File: config.mk
export PLATFORM = sky130hd
export DESIGN_NAME = position_compare_channel
export DESIGN_NICKNAME = d
export VERILOG_FILES = /design/src/verilog/pos_cmp_pkg.sv /design/src/verilog/position_compare_channel.sv /design/src/verilog/range_comparator.sv
export VERILOG_INCLUDE_DIRS = /design/src /design/src/verilog
export SDC_FILE = /design/constraint.sdc
export NUM_CORES = 1
export LEC_CHECK = 0
export BUFFER_PORTS_ARGS = -buffer_cell sky130_fd_sc_hd__buf_2
export CORE_AREA = 2 2 136 138
export CTS_BUF_LIST = sky130_fd_sc_hd__clkbuf_2 sky130_fd_sc_hd__clkbuf_4 sky130_fd_sc_hd__clkbuf_8
export CTS_CLUSTER_SIZE = 16
export DETAILED_ROUTE_END_ITERATION = 12
export DIE_AREA = 0 0 138 140
export GPL_TIMING_DRIVEN = 1
export PLACE_DENSITY_LB_ADDON = 0.12
export SLEW_MARGIN = 40
export SYNTH_ARGS = -nofsm -noshare
export SYNTH_HDL_FRONTEND = slang
export SYNTH_SLANG_ARGS = --single-unit
File: constraint.sdc
create_clock -name i_clk -period 10 [get_ports i_clk]
set_clock_uncertainty 0.15 [all_clocks]
set_input_delay 2 -clock i_clk [delete_from_list [all_inputs] [get_ports i_clk]]
set_output_delay 2 -clock i_clk [all_outputs]
set_load 0.02 [all_outputs]
File: src/verilog/pos_cmp_map.svh
// Address map, reset values and field layout of the position compare channel
`ifndef POS_CMP_MAP_SVH
`define POS_CMP_MAP_SVH

// Parameter addresses as seen on the fieldbus parameter port
`define RUN_CTRL_ADDR      16'h0B18
`define CRIT_SEL_ADDR      16'h0B1C
`define INPUT_SEL_ADDR     16'h0B20
`define THRESH_A_ADDR      16'h0B24
`define THRESH_B_ADDR      16'h0B26
`define CMP_STATUS_ADDR    16'h0B80

// Reset values
`define RUN_CTRL_RST       16'h0000
`define CRIT_SEL_RST       16'h0000
`define INPUT_SEL_RST      16'h0000
`define THRESH_A_RST       32'h0000_0000
`define THRESH_B_RST       32'h0000_0000
`define CMP_STATUS_RST     1'b0

// Field layout
`define FIELD16_MSB        15
`define STATUS_BIT_POS     0

`endif

File: src/verilog/pos_cmp_pkg.sv
// Types shared by the position compare channel files
package pos_cmp_pkg;

  typedef enum logic [15:0] {
    CRIT_GE_A    = 16'h0000,
    CRIT_LE_A    = 16'h0001,
    CRIT_IN_BAS  = 16'h0002,
    CRIT_OUT_BAS = 16'h0003,
    CRIT_IN_EXT  = 16'h0004,
    CRIT_OUT_EXT = 16'h0005
  } criterion_e;

  typedef enum logic [15:0] {
    RUN_OFF_KEEP = 16'h0000,
    RUN_ON       = 16'h0001,
    RUN_OFF_CLR  = 16'h0002,
    RUN_OFF_SET  = 16'h0003
  } run_mode_e;

  typedef enum logic [15:0] {
    SRC_ENC1 = 16'h0000
  } source_e;

  typedef struct packed {
    logic               valid;
    logic signed [31:0] value;
  } pos_sample_s;

  typedef struct packed {
    logic        wr;
    logic        rd;
    logic [15:0] addr;
    logic [31:0] wdata;
  } par_req_s;

  typedef struct packed {
    logic        ack;
    logic        err;
    logic [31:0] rdata;
  } par_rsp_s;

endpackage : pos_cmp_pkg

File: src/verilog/position_compare_channel.sv
// Position compare channel: parameter port, comparator and status bit
//
// Overview of operation
// - criterion 0 sets status when position is at or above A.
// - criterion 1 sets status when position is at or below A.
// - criterion 2 sets status when position lies in A..B, limits inside.
// - criterion 3 sets status when position lies outside A..B, limits not outside.
// - criterion 4 is the inside test, extended form.
// - criterion 5 is outside test, extended; field takes 0..5, resets to 0.
// - run field 0 stops comparing and holds the status bit; reset value.
// - run field 1 keeps the status bit following the criterion.
// - run field 2 stops comparing and clears the status bit.
// - run field 3 stops comparing and sets status; above 3 is refused.
// - source field takes only 0, the first encoder position.
// - value A is a signed 32-bit read/write word, reset zero.
// - value B is a signed 32-bit read/write word, reset zero.
// - criterion, source and run writes act at once, no commit needed.
`timescale 1ns/100ps
`include "pos_cmp_map.svh"
module position_compare_channel
  import pos_cmp_pkg::*;
#(
  parameter int POS_W = 32
) (
  input  wire logic        i_clk,
  input  wire logic        i_rst,
  input  wire par_req_s    i_par,
  output par_rsp_s         o_par,
  input  wire pos_sample_s i_pos,
  output logic             o_status
);

  //////////////////////////////////////////////////////////////////////////////
  // Parameter registers

  run_mode_e           run_r;
  run_mode_e           run_nxt;
  criterion_e          crit_r;
  criterion_e          crit_nxt;
  source_e             src_r;
  source_e             src_nxt;
  logic signed [31:0]  a_r;
  logic signed [31:0]  a_nxt;
  logic signed [31:0]  b_r;
  logic signed [31:0]  b_nxt;
  par_rsp_s            rsp_r;
  par_rsp_s            rsp_nxt;

  // A 16-bit field only accepts values with a clear upper half up to its max
  function automatic logic field_ok(input logic [31:0] d, input logic [15:0] max);
    field_ok = (d[31:16] == 16'h0000) && (d[15:0] <= max);
  endfunction : field_ok

  always_comb begin
    run_nxt  = run_r;
    crit_nxt = crit_r;
    src_nxt  = src_r;
    a_nxt    = a_r;
    b_nxt    = b_r;
    rsp_nxt  = '0;
    if (i_par.wr) begin
      rsp_nxt.ack = 1'b1;
      case (i_par.addr)
        `RUN_CTRL_ADDR: begin
          if (field_ok(i_par.wdata, RUN_OFF_SET)) begin
            run_nxt = run_mode_e'(i_par.wdata[`FIELD16_MSB:0]);
          end else begin
            rsp_nxt.err = 1'b1;
          end
        end
        `CRIT_SEL_ADDR: begin
          if (field_ok(i_par.wdata, CRIT_OUT_EXT)) begin
            crit_nxt = criterion_e'(i_par.wdata[`FIELD16_MSB:0]);
          end else begin
            rsp_nxt.err = 1'b1;
          end
        end
        `INPUT_SEL_ADDR: begin
          if (field_ok(i_par.wdata, SRC_ENC1)) begin
            src_nxt = source_e'(i_par.wdata[`FIELD16_MSB:0]);
          end else begin
            rsp_nxt.err = 1'b1;
          end
        end
        `THRESH_A_ADDR: a_nxt = i_par.wdata;
        `THRESH_B_ADDR: b_nxt = i_par.wdata;
        default:        rsp_nxt.err = 1'b1;
      endcase
    end else if (i_par.rd) begin
      rsp_nxt.ack = 1'b1;
      case (i_par.addr)
        `RUN_CTRL_ADDR:   rsp_nxt.rdata = {16'h0000, run_r};
        `CRIT_SEL_ADDR:   rsp_nxt.rdata = {16'h0000, crit_r};
        `INPUT_SEL_ADDR:  rsp_nxt.rdata = {16'h0000, src_r};
        `THRESH_A_ADDR:   rsp_nxt.rdata = a_r;
        `THRESH_B_ADDR:   rsp_nxt.rdata = b_r;
        `CMP_STATUS_ADDR: rsp_nxt.rdata[`STATUS_BIT_POS] = o_status;
        default:          rsp_nxt.err = 1'b1;
      endcase
    end
  end

  always_ff @(posedge i_clk) begin
    if (i_rst) begin
      run_r  <= run_mode_e'(`RUN_CTRL_RST);
      crit_r <= criterion_e'(`CRIT_SEL_RST);
      src_r  <= source_e'(`INPUT_SEL_RST);
      a_r    <= `THRESH_A_RST;
      b_r    <= `THRESH_B_RST;
      rsp_r  <= '0;
    end else begin
      run_r  <= run_nxt;
      crit_r <= crit_nxt;
      src_r  <= src_nxt;
      a_r    <= a_nxt;
      b_r    <= b_nxt;
      rsp_r  <= rsp_nxt;
    end
  end

  assign o_par = rsp_r;

  //////////////////////////////////////////////////////////////////////////////
  // Comparator and status bit

  logic               hit;
  logic               sample_ok;
  logic               status_r;
  logic               status_nxt;

  range_comparator #(
    .W       (POS_W)
  ) u_cmp (
    .i_pos   (i_pos.value),
    .i_lim_a (a_r),
    .i_lim_b (b_r),
    .i_crit  (crit_r),
    .o_hit   (hit)
  );

  // Only the first encoder exists, so a legal source always passes the sample
  assign sample_ok = i_pos.valid && (src_r == SRC_ENC1);

  // Settings in force this cycle judge the sample; no shadow copies to commit
  always_comb begin
    status_nxt = status_r;
    unique case (run_r)
      RUN_OFF_KEEP: status_nxt = status_r;
      RUN_ON: begin
        if (sample_ok) begin
          status_nxt = hit;
        end
      end
      RUN_OFF_CLR:  status_nxt = 1'b0;
      RUN_OFF_SET:  status_nxt = 1'b1;
      default:      status_nxt = status_r;
    endcase
  end

  always_ff @(posedge i_clk) begin
    if (i_rst) begin
      status_r <= `CMP_STATUS_RST;
    end else begin
      status_r <= status_nxt;
    end
  end

  assign o_status = status_r;

  logic signed [31:0] lo_chk;
  logic signed [31:0] hi_chk;

  always_comb begin
    lo_chk = (a_r <= b_r) ? a_r : b_r;
    hi_chk = (a_r <= b_r) ? b_r : a_r;
  end

  // Separate model of the six criteria, so the sample check is not circular
  logic exp_hit;

  always_comb begin
    unique case (crit_r)
      CRIT_GE_A:    exp_hit = (i_pos.value >= a_r);
      CRIT_LE_A:    exp_hit = (i_pos.value <= a_r);
      CRIT_IN_BAS:  exp_hit = (i_pos.value >= a_r) && (i_pos.value <= b_r);
      CRIT_OUT_BAS: exp_hit = (i_pos.value < a_r) || (i_pos.value > b_r);
      CRIT_IN_EXT:  exp_hit = (i_pos.value >= lo_chk) && (i_pos.value <= hi_chk);
      CRIT_OUT_EXT: exp_hit = (i_pos.value < lo_chk) || (i_pos.value > hi_chk);
      default:      exp_hit = 1'b0;
    endcase
  end
endmodule : position_compare_channel

File: src/verilog/range_comparator.sv
// Combinational position comparator for the six criteria
`timescale 1ns/100ps
module range_comparator
  import pos_cmp_pkg::*;
#(
  parameter int W = 32
) (
  input  wire logic signed [W-1:0] i_pos,
  input  wire logic signed [W-1:0] i_lim_a,
  input  wire logic signed [W-1:0] i_lim_b,
  input  wire criterion_e          i_crit,
  output logic                     o_hit
);

  logic signed [W-1:0] lo;
  logic signed [W-1:0] hi;

  // Extended form sorts the limits, so A above B still forms a range
  always_comb begin
    lo = (i_lim_a <= i_lim_b) ? i_lim_a : i_lim_b;
    hi = (i_lim_a <= i_lim_b) ? i_lim_b : i_lim_a;
  end

  always_comb begin
    unique case (i_crit)
      CRIT_GE_A:    o_hit = (i_pos >= i_lim_a);
      CRIT_LE_A:    o_hit = (i_pos <= i_lim_a);
      CRIT_IN_BAS:  o_hit = (i_pos >= i_lim_a) && (i_pos <= i_lim_b);
      CRIT_OUT_BAS: o_hit = (i_pos < i_lim_a) || (i_pos > i_lim_b);
      CRIT_IN_EXT:  o_hit = (i_pos >= lo) && (i_pos <= hi);
      CRIT_OUT_EXT: o_hit = (i_pos < lo) || (i_pos > hi);
      default:      o_hit = 1'b0;
    endcase
  end

endmodule : range_comparator
==> results.json <==
{
  "synth_area_um2": 10500,
  "grt_pass1_vias": 9832,
  "crit_slowest_cell": "a31o_2",
  "yosys_most_used_dff": "dfxtp_1",
  "slew_headroom": 0.419,
  "p_clk_frac": 0.412,
  "io_pins": 120,
  "final_hold_viol_count": 0,
  "row_count": 49,
  "track_usage": 0.336,
  "dr.pass1.iters": 6,
  "start_kind": "flip-flop",
  "p_int_mw": 0.843,
  "yosys_warnings": 0,
  "post_drt_wl_per_cell_um": 20.2,
  "port-buffer-count": 119,
  "swShare": 0.297,
  "post_cts.repair.setup_buffers": 0,
  "wl_um": 32600,
  "cp_max_fo": 37,
  "htree_levels": 4,
  "die-area_um2": 19300,
  "slowest_delay_ns": 0.67,
  "critPathCaptureType": "flip-flop",
  "fin_tns_setup_ns": 0,
  "seqPwrFrac": 0.488,
  "path_cells": "inv_1 -> ha_1 -> buf_4 -> nand2_1 -> or3_1 -> nor4_2 -> nand2_1 -> nor3_4 -> nand2b_1 -> a31o_2 -> o21a_2 -> buf_4 -> mux2i_1 -> ha_1 -> nand4_1 -> nor3_1 -> a21boi_1 -> or4b_1 -> a2111oi_1 -> mux2_1 -> o21a_1 -> o211ai_1 -> a211oi_1",
  "synth_nets": 1525,
  "drc": 0,
  "final_nets": 1613,
  "min_period_ns": 6.96,
  "synth_cell_types": 65,
  "tightest_slew_ns": 0.872,
  "arrival_ns": 7.16,
  "crit_required_ns": 10.20,
  "post-dp-hpwl_um": 23500,
  "dp_cells": 1578,
  "syn_to_final_growth_pct": 11.0,
  "cts_tree": "yes",
  "p_leak_nw": 5.14,
  "min_path_type": "flip-flop to flip-flop",
  "clk_pin_slew_ns": 0.11,
  "synth_edf_count": 0,
  "r2r_start": "b_r[31]",
  "setup-violations-final": 0,
  "switchingPower_mw": 0.356,
  "drt_iter0_drc": 856,
  "cap_violations": 0,
  "cp.depth": 23,
  "num_vias": 10100,
  "reg2reg_depth": 23,
  "stdcell_count": 1609,
  "critPathTopFamily": "simple AND/OR/NAND/NOR gates",
  "start_util": 0.589,
  "path_buf_inv": 3,
  "crit_start": "b_r[31]",
  "reg2reg_to": "o_status",
  "clockRootBuffer": "clkbuf_8",
  "finalCritPeriodShare": 0.696,
  "rsz0062_at_grt": "false",
  "final.fill_count": 1571,
  "antenna_found_initial": 0,
  "grt_overflow": 0,
  "diodes": 0,
  "hold_slack_ns": 0.338,
  "combPwrFrac": 0.100,
  "finalMaxSlewViolations": 0,
  "ant_nets": 0,
  "cts_buffers": 17,
  "cts_hold_buf": 0,
  "ir_drop_uv": 77.1,
  "avgSynthCellArea_um2": 8.18,
  "clock.fmax_mhz": 144,
  "grt_pass1_wl_um": 52000,
  "ctsResizeCount": 0,
  "r2r_setup_slack_ns": 3.04,
  "syn_inst": 1280,
  "crit_path_end": "o_status",
  "clock-sinks": 147,
  "cts_max_path_buffers": 2,
  "die_w_um": 138,
  "clock_latency_ns": 0.48,
  "grt_max_degree": 77,
  "drive_above_1_share": 0.141,
  "die_h_um": 140,
  "power-per-cell-area_nw_per_um2": 103,
  "path_class": "flip-flop to flip-flop",
  "ys_seq_elements": 147,
  "synthArstFlopShare": 0,
  "ys_seq_area_frac": 0.281,
  "outcome": "finished, final reports clean",
  "core_um2": 17800,
  "via_per_inst": 6.27,
  "gp_congestion": 0.956
}
[sequential cells by signal, summed over array words and instances (netlist names)]
name and cells:
run_r 16, a_r 32, crit_r 16, b_r 32
o_status 1, src_r 16, o_par 34
[power groups by stage]
stage | registers [mW] | clock network (mW) | logic [mW]
after floorplan | 0.600 | 0 | 0.0625
after global placement | 0.599 | 0 | 0.114
after detailed placement | 0.599 | 0 | 0.117
after CTS | 0.585 | 0.495 | 0.117
after global routing | 0.586 | 0.519 | 0.134
final | 0.585 | 0.494 | 0.120
[how the worst min path moves through the flow]
| stage | depth (start not counted) | slack (ns) | from | end |
|---|---|---|---|---|
| floorplan | 1 | 0.29 | run_r[14] | run_r[14] |
| global placement | 1 | 0.31 | run_r[14] | run_r[14] |
| detailed placement | 1 | 0.31 | run_r[13] | run_r[13] |
| CTS | 1 | 0.34 | run_r[13] | run_r[13] |
| global route | 1 | 0.35 | src_r[4] | src_r[4] |
| finish | 1 | 0.34 | run_r[13] | run_r[13] |
[final cells by class]
| class | count | area (um^2) | area share |
|---|---|---|---|
| inverters | 69 | 259 | 0.0223 |
| flip-flops and latches | 147 | 2940 | 0.253 |
| repair buffers | 130 | 682 | 0.0586 |
| clock buffers | 17 | 234 | 0.0201 |
| well taps | 229 | 287 | 0.0246 |
| multi-input cells | 1003 | 7060 | 0.607 |
| clock inverters | 14 | 163 | 0.0140 |
[cells in the final DEF (no fill, tap or decap), drive strengths merged, types with 21 or more instances in the layout]
| cell type | count |
|---|---|
| ha | 160 |
| a21oi | 143 |
| o21ai | 49 |
| nand4 | 36 |
| nor4 | 22 |
| nand3 | 21 |
| buf | 130 |
| mux2i | 68 |
| inv | 78 |
| nor2 | 71 |
| dfxtp | 147 |
| nand2 | 193 |
| o22a | 31 |
| and2 | 47 |
[synthesized netlist by cell type (18+ instances only)]
master,number,area [um^2]
mux2i_1,68,681
clkbuf_1,47,176
a22oi_1,19,143
o21ai_1,32,160
inv_1,69,259
mux2_2,18,203
ha_1,160,2000
nand4_1,36,225
nand3_1,21,105
nor4_1,21,131
nor2_1,71,267
and2_1,46,288
o22a_1,31,272
dfxtp_1,147,2940
nand2_1,193,724
a21oi_1,143,716
[stage by stage]
step	power [mW]	setup slack, ns	utilization	cell area (um^2)
floorplan	0.662	4.79	-	10500
global placement	0.713	3.37	0.630	11200
detailed placement	0.716	3.21	0.631	11200
CTS	1.20	3.18	0.653	11600
global route	1.24	2.70	0.654	11600
finish	1.20	3.04	0.654	11600
[cells by family after synthesis]
family / after synthesis / share of synthesized area
and+or+nand+nor: 438 / 0.201
buffers and inverters: 130 / 0.0501
adders and majority gates: 160 / 0.191
xor gates and xnor gates: 2 / 0.00167
AOI/OAI and AO/OA: 315 / 0.189
DFF: 147 / 0.281
muxes: 88 / 0.0865
[per-layer routing]
| layer | part of all wire | vias to the layer above | wire, um | global-route usage |
|---|---|---|---|---|
| met5 | 0 | - | 0 | 0 |
| met4 | 0.047 | 0 | 1520 | 0.170 |
| met3 | 0.075 | 110 | 2440 | 0.0622 |
| met2 | 0.47 | 453 | 15300 | 0.566 |
| met1 | 0.41 | 4701 | 13300 | 0.412 |
| li1 | - | 4827 | - | - |
(Power assumes the default switching activity.)
